## src/hdl/dscp_remark_pkg.sv

```systemverilog
// constants for the codepoint remark pipeline
package dscp_remark_pkg;
  localparam int NUM_PORTS = 8;
  localparam int PORT_W = 3;
  localparam int CP_W = 6;
  localparam int NUM_CP = 64;
  localparam int CLASS_W = 3;
  localparam int NUM_CLASS = 8;
  localparam int DP_W = 1;
  localparam int NUM_DP = 2;
  // codepoint field inside the traffic class / tos byte
  localparam int CP_LSB = 2;
  // ingress rewrite modes
  localparam logic [1:0] MODE_NONE = 2'h0;
  localparam logic [1:0] MODE_ZERO = 2'h1;
  localparam logic [1:0] MODE_SELECT = 2'h2;
  localparam logic [1:0] MODE_ALL = 2'h3;
  // frame kinds
  localparam logic [1:0] KIND_OTHER = 2'h0;
  localparam logic [1:0] KIND_IPV4 = 2'h1;
  localparam logic [1:0] KIND_IPV6 = 2'h2;
  // apb byte addresses
  localparam logic [11:0] ADDR_MODE = 12'h000;
  localparam logic [11:0] ADDR_EGR_ENA = 12'h004;
  localparam logic [11:0] ADDR_SEL_LO = 12'h008;
  localparam logic [11:0] ADDR_SEL_HI = 12'h00c;
  localparam logic [11:0] ADDR_STATUS = 12'h010;
  localparam logic [11:0] ADDR_TRANS_CTL = 12'h014;
  localparam logic [11:0] ADDR_MAP_BASE = 12'h100;
  localparam logic [11:0] ADDR_DP0_BASE = 12'h200;
  localparam logic [11:0] ADDR_DP1_BASE = 12'h300;
  // reset values
  localparam logic [15:0] RST_MODE = 16'h0000;
  localparam logic [7:0] RST_EGR_ENA = 8'h00;
  localparam logic [5:0] RST_CP = 6'h00;
endpackage : dscp_remark_pkg

```

## src/hdl/dscp_egress_write.sv

```systemverilog
// egress stage: gate, translate, write codepoint, fix checksum
`timescale 1ns/1ps
module dscp_egress_write (
  // clock, reset, enable
  input wire logic i_clk,
  input wire logic i_nrst,
  input wire logic i_ce,
  // configuration
  input wire logic i_port_ena,
  input wire logic i_trans_ena,
  input wire logic [5:0] i_dp0_cp,
  input wire logic [5:0] i_dp1_cp,
  // carried frame
  input wire logic i_valid,
  input wire logic [1:0] i_kind,
  input wire logic i_dp,
  input wire logic i_rewrite,
  input wire logic [5:0] i_new_cp,
  input wire logic [7:0] i_tos,
  input wire logic [15:0] i_csum,
  // result
  output logic o_valid,
  output logic [7:0] o_tos,
  output logic [15:0] o_csum,
  output logic o_written
);
  logic is_ip;
  logic do_write;
  logic [5:0] cp_out;
  logic [7:0] tos_new;

  // ones-complement checksum update for a changed 16-bit word
  function automatic logic [15:0] csum_fix(input logic [15:0] hc, input logic [15:0] m_old,
                                           input logic [15:0] m_new);
    logic [16:0] s;
    s = {1'b0, ~hc} + {1'b0, ~m_old};
    s = {1'b0, s[15:0]} + {16'h0000, s[16]};
    s = {1'b0, s[15:0]} + {1'b0, m_new};
    s = {1'b0, s[15:0]} + {16'h0000, s[16]};
    csum_fix = ~s[15:0];
  endfunction : csum_fix

  assign is_ip = (i_kind == dscp_remark_pkg::KIND_IPV4) || (i_kind == dscp_remark_pkg::KIND_IPV6);
  assign do_write = is_ip && i_rewrite && i_port_ena;
  assign cp_out = !i_trans_ena ? i_new_cp : (i_dp ? i_dp1_cp : i_dp0_cp);
  assign tos_new = {cp_out, i_tos[1:0]};

  always_ff @(posedge i_clk or negedge i_nrst) begin
    if (!i_nrst) begin
      o_valid <= 1'b0;
      o_tos <= 8'h00;
      o_csum <= 16'h0000;
      o_written <= 1'b0;
    end else if (i_ce) begin
      o_valid <= i_valid;
      o_written <= i_valid && do_write;
      o_tos <= do_write ? tos_new : i_tos;
      if (do_write && i_kind == dscp_remark_pkg::KIND_IPV4) begin
        o_csum <= csum_fix(i_csum, {8'h00, i_tos}, {8'h00, tos_new});
      end else begin
        o_csum <= i_csum;
      end
    end
  end

  a_other_untouched: assert property (@(posedge i_clk) disable iff (!i_nrst)
    (i_ce && i_valid && i_kind == dscp_remark_pkg::KIND_OTHER) |=> (!o_written && o_tos == $past(i_tos)))
    else $error("non-ip frame modified");
  a_egress_gate: assert property (@(posedge i_clk) disable iff (!i_nrst)
    (i_ce && i_valid && !i_port_ena) |=> !o_written)
    else $error("write on disabled egress port");
  a_csum_hold: assert property (@(posedge i_clk) disable iff (!i_nrst)
    (i_ce && i_valid && !do_write) |=> (o_csum == $past(i_csum)))
    else $error("checksum changed without rewrite");
endmodule : dscp_egress_write

```

## src/hdl/dscp_remark_top.sv

```systemverilog
// codepoint remark pipeline: apb registers, ingress decision, carry, egress
//
// Contract
// - two-bit rewrite mode per ingress port
// - mode 0: never rewrite (classifier override still rewrites)
// - mode 1: rewrite only codepoint zero (classifier override rewrites any codepoint)
// - mode 2: rewrite if codepoint enabled
// - mode 3: rewrite every frame
// - one enable bit per codepoint
// - new value from dp/class map
// - classifier codepoint overrides map value
// - decide at ingress, modify at egress
// - per egress port write enable
// - optional translate table for dp 0
// - separate translate table for dp 1
// - both sources share egress path
// - ipv4 checksum updated on rewrite
`timescale 1ns/1ps
module dscp_remark_top (
  // clock, reset, enable
  input wire logic i_clk,
  input wire logic i_nrst,
  input wire logic i_ce,
  // apb slave
  input wire logic i_psel,
  input wire logic i_penable,
  input wire logic i_pwrite,
  input wire logic [11:0] i_paddr,
  input wire logic [31:0] i_pwdata,
  output logic [31:0] o_prdata,
  output logic o_pready,
  output logic o_pslverr,
  // ingress frame descriptor
  input wire logic i_in_valid,
  input wire logic [2:0] i_in_port,
  input wire logic [2:0] i_egr_port,
  input wire logic [1:0] i_in_kind,
  input wire logic [2:0] i_in_class,
  input wire logic i_in_dp,
  input wire logic [7:0] i_in_tos,
  input wire logic [15:0] i_in_csum,
  // advanced ingress classifier action
  input wire logic i_cls_hit,
  input wire logic i_cls_cp_ena,
  input wire logic [5:0] i_cls_cp,
  // egress result
  output logic o_out_valid,
  output logic [7:0] o_out_tos,
  output logic [15:0] o_out_csum,
  output logic o_out_written
);
  // register state
  logic [15:0] ingress_rewrite_mode;
  logic [7:0] egress_rewrite_enable;
  logic [63:0] codepoint_rewrite_enable;
  logic trans_ena;
  logic [5:0] class_to_codepoint_map [16];
  logic [5:0] dp0_translate_table [64];
  logic [5:0] dp1_translate_table [64];
  logic [15:0] frame_count;
  logic [15:0] write_count;

  // carried stage
  logic c_valid;
  logic [2:0] c_egr_port;
  logic [1:0] c_kind;
  logic c_dp;
  logic c_rewrite;
  logic [5:0] c_new_cp;
  logic [7:0] c_tos;
  logic [15:0] c_csum;

  // ingress decision
  logic [5:0] rx_cp;
  logic [1:0] port_mode;
  logic selected;
  logic [5:0] map_cp;
  logic cls_override;
  logic [5:0] next_cp;
  logic next_rewrite;

  logic apb_wr;
  logic apb_rd;
  logic [31:0] next_rdata;
  logic next_err;

  function automatic logic [1:0] mode_of(input logic [15:0] modes, input logic [2:0] port);
    mode_of = modes[{port, 1'b0} +: 2];
  endfunction : mode_of

  function automatic logic in_range(input logic [11:0] addr, input logic [11:0] base);
    in_range = (addr[11:8] == base[11:8]);
  endfunction : in_range

  function automatic logic map_hit(input logic [11:0] addr);
    map_hit = in_range(addr, dscp_remark_pkg::ADDR_MAP_BASE) && (addr[7:6] == 2'h0);
  endfunction : map_hit

  assign rx_cp = i_in_tos[7:dscp_remark_pkg::CP_LSB];
  assign port_mode = mode_of(ingress_rewrite_mode, i_in_port);

  always_comb begin
    case (port_mode)
      dscp_remark_pkg::MODE_NONE: selected = 1'b0;
      dscp_remark_pkg::MODE_ZERO: selected = (rx_cp == 6'h00);
      dscp_remark_pkg::MODE_SELECT: selected = codepoint_rewrite_enable[rx_cp];
      dscp_remark_pkg::MODE_ALL: selected = 1'b1;
      default: selected = 1'b0;
    endcase
  end

  assign map_cp = class_to_codepoint_map[{i_in_dp, i_in_class}];
  assign cls_override = i_cls_hit && i_cls_cp_ena;
  assign next_cp = cls_override ? i_cls_cp : map_cp;
  assign next_rewrite = selected || cls_override;

  always_ff @(posedge i_clk or negedge i_nrst) begin
    if (!i_nrst) begin
      c_valid <= 1'b0;
      c_egr_port <= 3'h0;
      c_kind <= dscp_remark_pkg::KIND_OTHER;
      c_dp <= 1'b0;
      c_rewrite <= 1'b0;
      c_new_cp <= dscp_remark_pkg::RST_CP;
      c_tos <= 8'h00;
      c_csum <= 16'h0000;
    end else if (i_ce) begin
      c_valid <= i_in_valid;
      c_egr_port <= i_egr_port;
      c_kind <= i_in_kind;
      c_dp <= i_in_dp;
      c_rewrite <= i_in_valid && next_rewrite;
      c_new_cp <= next_cp;
      c_tos <= i_in_tos;
      c_csum <= i_in_csum;
    end
  end

  // one egress path for both sources
  dscp_egress_write u_egress (
    .i_clk(i_clk),
    .i_nrst(i_nrst),
    .i_ce(i_ce),
    .i_port_ena(egress_rewrite_enable[c_egr_port]),
    .i_trans_ena(trans_ena),
    .i_dp0_cp(dp0_translate_table[c_new_cp]),
    .i_dp1_cp(dp1_translate_table[c_new_cp]),
    .i_valid(c_valid),
    .i_kind(c_kind),
    .i_dp(c_dp),
    .i_rewrite(c_rewrite),
    .i_new_cp(c_new_cp),
    .i_tos(c_tos),
    .i_csum(c_csum),
    .o_valid(o_out_valid),
    .o_tos(o_out_tos),
    .o_csum(o_out_csum),
    .o_written(o_out_written)
  );

  // apb access, one access phase, wait-free only while i_ce is high
  assign apb_wr = i_psel && i_penable && i_pwrite && i_ce;
  assign apb_rd = i_psel && !i_penable && !i_pwrite;
  assign o_pready = i_ce;

  always_ff @(posedge i_clk or negedge i_nrst) begin
    if (!i_nrst) begin
      ingress_rewrite_mode <= dscp_remark_pkg::RST_MODE;
      egress_rewrite_enable <= dscp_remark_pkg::RST_EGR_ENA;
      codepoint_rewrite_enable <= 64'h0;
      trans_ena <= 1'b0;
    end else if (apb_wr) begin
      case (i_paddr)
        dscp_remark_pkg::ADDR_MODE: ingress_rewrite_mode <= i_pwdata[15:0];
        dscp_remark_pkg::ADDR_EGR_ENA: egress_rewrite_enable <= i_pwdata[7:0];
        dscp_remark_pkg::ADDR_SEL_LO: codepoint_rewrite_enable[31:0] <= i_pwdata;
        dscp_remark_pkg::ADDR_SEL_HI: codepoint_rewrite_enable[63:32] <= i_pwdata;
        dscp_remark_pkg::ADDR_TRANS_CTL: trans_ena <= i_pwdata[0];
        default: ;
      endcase
    end
  end

  // tables: no reset, software loads them
  always_ff @(posedge i_clk) begin
    if (apb_wr && i_paddr[1:0] == 2'h0) begin
      if (map_hit(i_paddr)) begin
        class_to_codepoint_map[i_paddr[5:2]] <= i_pwdata[5:0];
      end
      if (in_range(i_paddr, dscp_remark_pkg::ADDR_DP0_BASE)) begin
        dp0_translate_table[i_paddr[7:2]] <= i_pwdata[5:0];
      end
      if (in_range(i_paddr, dscp_remark_pkg::ADDR_DP1_BASE)) begin
        dp1_translate_table[i_paddr[7:2]] <= i_pwdata[5:0];
      end
    end
  end

  // status counters
  always_ff @(posedge i_clk or negedge i_nrst) begin
    if (!i_nrst) begin
      frame_count <= 16'h0000;
      write_count <= 16'h0000;
    end else if (i_ce) begin
      if (o_out_valid) begin
        frame_count <= frame_count + 16'h0001;
      end
      if (o_out_written) begin
        write_count <= write_count + 16'h0001;
      end
    end
  end

  always_comb begin
    next_rdata = 32'h0;
    next_err = 1'b0;
    if (map_hit(i_paddr)) begin
      next_rdata = {26'h0, class_to_codepoint_map[i_paddr[5:2]]};
    end else if (in_range(i_paddr, dscp_remark_pkg::ADDR_DP0_BASE)) begin
      next_rdata = {26'h0, dp0_translate_table[i_paddr[7:2]]};
    end else if (in_range(i_paddr, dscp_remark_pkg::ADDR_DP1_BASE)) begin
      next_rdata = {26'h0, dp1_translate_table[i_paddr[7:2]]};
    end else begin
      case (i_paddr)
        dscp_remark_pkg::ADDR_MODE: next_rdata = {16'h0, ingress_rewrite_mode};
        dscp_remark_pkg::ADDR_EGR_ENA: next_rdata = {24'h0, egress_rewrite_enable};
        dscp_remark_pkg::ADDR_SEL_LO: next_rdata = codepoint_rewrite_enable[31:0];
        dscp_remark_pkg::ADDR_SEL_HI: next_rdata = codepoint_rewrite_enable[63:32];
        dscp_remark_pkg::ADDR_STATUS: next_rdata = {write_count, frame_count};
        dscp_remark_pkg::ADDR_TRANS_CTL: next_rdata = {31'h0, trans_ena};
        default: next_err = 1'b1;
      endcase
    end
  end

  // read data captured in setup cycle
  always_ff @(posedge i_clk or negedge i_nrst) begin
    if (!i_nrst) begin
      o_prdata <= 32'h0;
      o_pslverr <= 1'b0;
    end else if (i_ce) begin
      if (apb_rd) begin
        o_prdata <= next_rdata;
      end
      if (i_psel && !i_penable) begin
        o_pslverr <= next_err;
      end
    end
  end

  a_mode_none: assert property (@(posedge i_clk) disable iff (!i_nrst)
    (i_ce && i_in_valid && port_mode == dscp_remark_pkg::MODE_NONE && !cls_override) |=> !c_rewrite)
    else $error("mode none selected frame");

  a_mode_zero: assert property (@(posedge i_clk) disable iff (!i_nrst)
    (i_ce && i_in_valid && port_mode == dscp_remark_pkg::MODE_ZERO && !cls_override)
    |=> (c_rewrite == ($past(rx_cp) == 6'h00)))
    else $error("mode zero selection wrong");

  a_mode_select: assert property (@(posedge i_clk) disable iff (!i_nrst)
    (i_ce && i_in_valid && port_mode == dscp_remark_pkg::MODE_SELECT && !cls_override)
    |=> (c_rewrite == $past(codepoint_rewrite_enable[rx_cp])))
    else $error("selected mode wrong");

  a_mode_all: assert property (@(posedge i_clk) disable iff (!i_nrst)
    (i_ce && i_in_valid && port_mode == dscp_remark_pkg::MODE_ALL) |=> c_rewrite)
    else $error("mode all missed frame");

  a_map_value: assert property (@(posedge i_clk) disable iff (!i_nrst)
    (i_ce && i_in_valid && !cls_override) |=> (c_new_cp == $past(map_cp)))
    else $error("map value not carried");

  a_cls_override: assert property (@(posedge i_clk) disable iff (!i_nrst)
    (i_ce && i_in_valid && cls_override) |=> (c_rewrite && c_new_cp == $past(i_cls_cp)))
    else $error("classifier value not used");

  a_pipe_latency: assert property (@(posedge i_clk) disable iff (!i_nrst)
    (i_ce && i_in_valid) ##1 i_ce ##1 i_ce |-> o_out_valid)
    else $error("frame lost in pipeline");

  a_nonip_pass: assert property (@(posedge i_clk) disable iff (!i_nrst)
    (i_ce && i_in_valid && i_in_kind == dscp_remark_pkg::KIND_OTHER) ##1 i_ce |=> !o_out_written)
    else $error("non-ip frame written");

  a_non_ip_kinds: assert property (@(posedge i_clk) disable iff (!i_nrst)
    (i_ce && i_in_valid && i_in_kind != dscp_remark_pkg::KIND_IPV4 && i_in_kind != dscp_remark_pkg::KIND_IPV6)
    ##1 i_ce |=> !o_out_written)
    else $error("unknown kind frame written");

  a_mode_write: assert property (@(posedge i_clk) disable iff (!i_nrst)
    (apb_wr && i_paddr == dscp_remark_pkg::ADDR_MODE) |=> (ingress_rewrite_mode == $past(i_pwdata[15:0])))
    else $error("mode write lost");

  a_sel_lo_write: assert property (@(posedge i_clk) disable iff (!i_nrst)
    (apb_wr && i_paddr == dscp_remark_pkg::ADDR_SEL_LO) |=> (codepoint_rewrite_enable[31:0] == $past(i_pwdata)))
    else $error("low enable word lost");

  a_sel_hi_write: assert property (@(posedge i_clk) disable iff (!i_nrst)
    (apb_wr && i_paddr == dscp_remark_pkg::ADDR_SEL_HI) |=> (codepoint_rewrite_enable[63:32] == $past(i_pwdata)))
    else $error("high enable word lost");

  a_egr_write: assert property (@(posedge i_clk) disable iff (!i_nrst)
    (apb_wr && i_paddr == dscp_remark_pkg::ADDR_EGR_ENA) |=> (egress_rewrite_enable == $past(i_pwdata[7:0])))
    else $error("egress enable write lost");

  a_ipv6_csum: assert property (@(posedge i_clk) disable iff (!i_nrst)
    (i_ce && i_in_valid && i_in_kind == dscp_remark_pkg::KIND_IPV6) ##1 i_ce
    |=> (o_out_csum == $past(c_csum)))
    else $error("ipv6 checksum changed");

  a_idle_norewrite: assert property (@(posedge i_clk) disable iff (!i_nrst)
    (i_ce && !i_in_valid) |=> !c_rewrite)
    else $error("rewrite carried without frame");

  a_ce_freeze: assert property (@(posedge i_clk) disable iff (!i_nrst)
    !i_ce |=> ($stable(c_valid) && $stable(c_rewrite) && $stable(c_new_cp)))
    else $error("carried stage moved while frozen");

  a_tos_carried: assert property (@(posedge i_clk) disable iff (!i_nrst)
    (i_ce && i_in_valid) |=> (c_tos == $past(i_in_tos)))
    else $error("received byte altered at ingress");
endmodule : dscp_remark_top
```

## config.mk

```make
export PLATFORM = sky130hd
export DESIGN_NAME = dscp_remark_top
export DESIGN_NICKNAME = d
export VERILOG_FILES = /design/src/hdl/dscp_remark_pkg.sv /design/src/hdl/dscp_egress_write.sv /design/src/hdl/dscp_remark_top.sv
export SDC_FILE = /design/constraint.sdc
export NUM_CORES = 2
export LEC_CHECK = 0
export ABC_CLOCK_PERIOD_IN_PS = 17600
export BUFFER_PORTS_ARGS = -buffer_cell sky130_fd_sc_hd__buf_2
export CORE_UTILIZATION = 35
export DETAILED_ROUTE_END_ITERATION = 7
export PLACE_DENSITY = 0.57
export RECOVER_POWER = 50
export SLEW_MARGIN = 25
export SYNTH_ARGS = -nofsm -noshare
export SYNTH_HDL_FRONTEND = slang
export SYNTH_SLANG_ARGS = --single-unit
```

## constraint.sdc

```tcl
create_clock -name i_clk -period 17.6 [get_ports i_clk]
set_input_delay 3.52 -clock i_clk [delete_from_list [all_inputs] [get_ports i_clk]]
set_output_delay 3.52 -clock i_clk [all_outputs]
set_load 0.1 [all_outputs]
```

==> summary.txt <==
Power and ir drop
  – Static leakage: 19.27 nW
  – Power density relative to cell area: roughly 110 nW/um^2
  – Internal power: 0.004510 W
  – Sequential share of power: 0.464
  – Portion of total power attributed to the clock network: 0.388
  – Relative contribution of combinational cells to total power: 0.148
  – Maximum VDD drop: approximately 80 uV
  – Net Sw Frac: 0.2642
  – Sw power: between 0.0015 and 0.002 W

Yosys
  – Synth top area cells: edfxtp_1, mux4_2, dfrtp_1
  – Synth Register Bits: between 1000 and 1500
  – Mean instance size in the synthesized netlist: ~18 sq um
  – Prevailing post-synth register cell: edfxtp_1
  – Top-area cell type share of the netlist area: 0.4997
  – Gate count after technology mapping: 2892
  – Nets in the synthesized netlist: roughly 3000
  – Proportion of synthesized area in mux cells: 0.2829
  – Synth Area in Compound Gates: 0.03425
  – Largest family of logic cells by synthesized area: multiplexers
  – Sequential share of the synthesized area: 0.6048
  – EDFF count, synth: around 860
  – Yosys top cell by area: edfxtp_1
  – Post-synthesis share of cell area spent on xor and xnor gates: 0.01309
  – Netlist area before placement: 51920 sq um
  – Adder and majority cell fraction of the synthesized area: 0.006314
  – Synth Area in Simple Gates: 0.04107
  – Share of flip-flops with an asynchronous set or reset: 0.2015
  – Distinct cell type count after synthesis: 75
  – Total of warnings raised by yosys: 0

Clocking
  – Reg clk slew, reported paths: around 60 ps
  – Sink Count: between 1000 and 1500
  – Clock tree from TritonCTS: yes
  – Number of buffers added by the clock tree synthesis step: 111
  – CTS H-Tree Depth: 3
  – Root buffer selected by CTS: clkbuf_16
  – Post-CTS sizing: 0
  – Maximum buffer depth of the clock tree: 3
  – Source-to-sink clock delay at the later pin of the worst-skew pair: roughly 740 ps
  – Number of buffers added to fix hold violations after cts: 0
  – Post-CTS setup buffer count: 0

Critical path
  – Slowest stage delay, CP: roughly 4000 ps
  – Critical path type: input port to asynchronous set/reset pin
  – Critical Path Most Common Cell: clkbuf_1
  – Startpoint of the lowest-slack register-to-register path: c_new_cp[1]$_DFFE_PN0P_
  – Count of buffer and inverter cells on the critical path: 2
  – Element type at the critical path end: asynchronous set/reset pin
  – Kind of start point of the critical path: input port
  – Worst-path cell with the longest stage delay: clkbuf_1
  – Worst-path fanout max: roughly 110
  – Required time of the critical path: approximately 17000 ps
  – WP data arrival: 10450 ps
  – Cell chain of the critical path: clkbuf_1, clkbuf_1
  – Cell family with most CP delay: buffers and inverters
  – Start point of the critical path: i_nrst

Global route
  – First-pass GRT wire length: 216700 um
  – Vias in the first global route: slightly below 30000
  – Total gr overflow: 0
  – Largest net degree at the start of global routing: 140
  – Antenna violations before repair: 8
  – All-layer global routing usage: 0.1990

Floorplan
  – Number of core rows: 140
  – Core area: 146400 sq um
  – Full die area: between 100000 and 150000 sq um
  – Number of ports placed on the die boundary: 155
  – Height of the die: around 390 um
  – Initial core utilization: 0.3545
  – Chip width: 387.1 um

STA
  – # setup viols final: 0
  – Setup TNS: 0 ps
  – Peak clock frequency supported by timing: 91.05 MHz
  – Final Critical Period: 10980 ps
  – Setup repair after global routing missed its margin: false
  – Slew Limit Headroom: -2.854
  – Clock Skews: around 50 ps
  – Slew at the pin closest to its max-slew limit: a little under 6000 ps
  – Hold violation total from the final report: 0
  – Final clock period utilization by the worst path: 0.6240
  – Final Max Tran Viols: 1145
  – Final worst-path setup slack: between 6000 and 7000 ps

Routing
  – Post-DRT Antenna Nets: 0
  – Iter 0 DRT Violations: roughly 3000
  – Detail-routed via count per cell: between 5 and 6
  – Routed wire per std cell: between 20 and 30 um
  – Final wirelength: around 150000 um
  – Via count: around 29000
  – DRC violation count after routing: 0
  – TritonRoute pass-1 iters: 6

Place
  – Port Buffers: between 150 and 200
  – DP HPWL: a little under 100000 um
  – Weighted congestion reported at the end of routability-driven placement: 0.8343
  – Post-placement worst setup slack: slightly above 9000 ps

Finish
  – Fraction of the core area covered by cells at the end of the flow: 0.3982
  – Synthesis-to-finish area growth: 12.31%
  – Proportion of layout cells with a drive suffix above 1: 0.3465
  – Layout net count: approximately 3100

Min path
  – Worst Min Path Start: o_prdata[19]$_DFFE_PN0P_
  – Hold Crit Class: register to register

Outcome
  – Status: finished, violations left
  – Failing checks: max-capacitance violations, max-slew violations

Flow run
  – MaxCap Viol Count: 15
power groups by stage:
stage / registers, W / logic [W] / clock network [W]
floorplan: 0.00292 / 0.000571 / 0
global placement: 0.00289 / 0.000911 / 0
detailed placement: 0.00289 / 0.000911 / 0
CTS: 0.00284 / 0.000913 / 0.00242
global route: 0.00285 / 0.000966 / 0.00251
finish: 0.00284 / 0.000908 / 0.00238
cells in the mapped netlist, types with 3 or more instances:
library cell  number
edfxtp_1         864
mux4_2           584
dfrtp_1          218
nor2_1           211
clkbuf_1         139
nand2_1          116
mux2_2           115
a21oi_1           77
o21ai_0           72
buf_1             55
xnor2_1           53
nand3_1           46
inv_1             35
nor3_1            27
a22o_1            25
mux2i_1           24
ha_1              23
xor2_1            19
nand4_1           17
a22oi_1           14
nor2b_1           14
a31oi_1           11
and3_1            10
a221oi_1           8
a222oi_1           8
a21o_1             7
and2_1             7
o21a_1             6
o211ai_1           5
o22ai_1            5
and4_1             4
or2_2              4
a211oi_1           3
buf_2              3
nand2b_1           3
o21ai_1            3
or3_1              3
xnor2_2            3
logic make-up (layout without fill, tap and decap cells):
family / after synthesis / after routing
other: 0 / 3
AOI/OAI and AO/OA: 273 / 273
xor gates and xnor gates: 75 / 75
adders and majority gates: 25 / 25
and+or+nand+nor: 478 / 478
buffers and inverters: 236 / 426
DFF: 1082 / 1082
muxes: 723 / 723
flip-flops by register name, summed over array words and instances, names as in the netlist, 32 cells and up:
| signal | count |
|---|---|
| dp1_translate_table | 384 |
| o_prdata | 32 |
| dp0_translate_table | 384 |
| codepoint_rewrite_enable | 64 |
| class_to_codepoint_map | 96 |
cell usage in the layout, fill, tap and decap left out, types with 23 or more instances in the layout:
cell type  netlist  layout
nand2_1        116     116
edfxtp_1       864     864
a21oi_1         77      77
nand3_1         46      41
dfrtp_1        218     214
o21ai_0         72      72
clkbuf_1       139      46
buf_4            2      29
mux2_2         115     115
xnor2_1         53      53
ha_1            23      23
inv_1           35      35
mux2i_1         24      24
clkbuf_16        0     113
nor2_1         211     208
a22o_1          25      25
mux4_2         584     584
buf_2            3     129
stage by stage:
stage	hold slack (ps)	instance area, sq um	cells	total power (W)
2_1_floorplan	442.6	51920	2892	0.003492
3_3_place_gp	456.7	54720	4801	0.003801
3_5_place_dp	466.0	54750	4801	0.003801
4_1_cts	479.8	58350	4998	0.006167
5_1_grt	502.5	58300	5000	0.006321
6_report	474.5	58310	5002	0.006130
worst paths after layout:
check / end / slack (ps) / depth (start not counted)
max in group i_clk: dp0_translate_table[43][3]$_DFFE_PP_ / 8600 / 2
worst max-delay path: c_new_cp[1]$_DFFE_PN0P_ / 6620 / 2
worst min register to register: o_prdata[19]$_DFFE_PN0P_ / 470 / 2
worst min-delay path: o_prdata[19]$_DFFE_PN0P_ / 470 / 2
min in group asynchronous: o_prdata[17]$_DFFE_PN0P_ / 4950 / 1
worst max register to register: u_egress.o_csum[9]$_DFFE_PN0P_ / 8900 / 26
per-layer routing:
metal	vias up	track usage	routed length, um
met5	-	0	28
met4	4	0.04264	3066
met3	193	0.04613	12040
met2	1166	0.3138	71430
met1	15760	0.2809	63120
li1	12220	-	-
worst register-to-register path: stages (launching register included):
cell and delay (ps):
dfrtp_4 900, buf_4 860, buf_4 820, mux4_2 520
mux4_2 510, mux4_2 460, mux2i_1 230, a21oi_1 300
ha_1 470, nor2b_1 150, o21ai_0 110, a21boi_0 280
o21a_1 180, o21ai_0 100, a22oi_1 340, o211ai_1 210
nor3_1 250, ha_1 220, and3_1 170, and2_1 170
nand3_1 120, a21oi_1 360, a21oi_1 130, o22a_1 220
xor2_1 140, mux2i_1 140, a21oi_1 90
cell type report:
type / instances / area (sq um)
tap: 1917 / 2399
antenna: 3 / 7.507
clock inverter: 61 / 619.3
clock buffer: 136 / 2984
timing repair buffer: 194 / 1085
fill: 13260 / 88130
sequential: 1082 / 31410
inverter: 35 / 131.4
multi-input combinational: 1574 / 19670
Power figures use the tool's default switching activity.
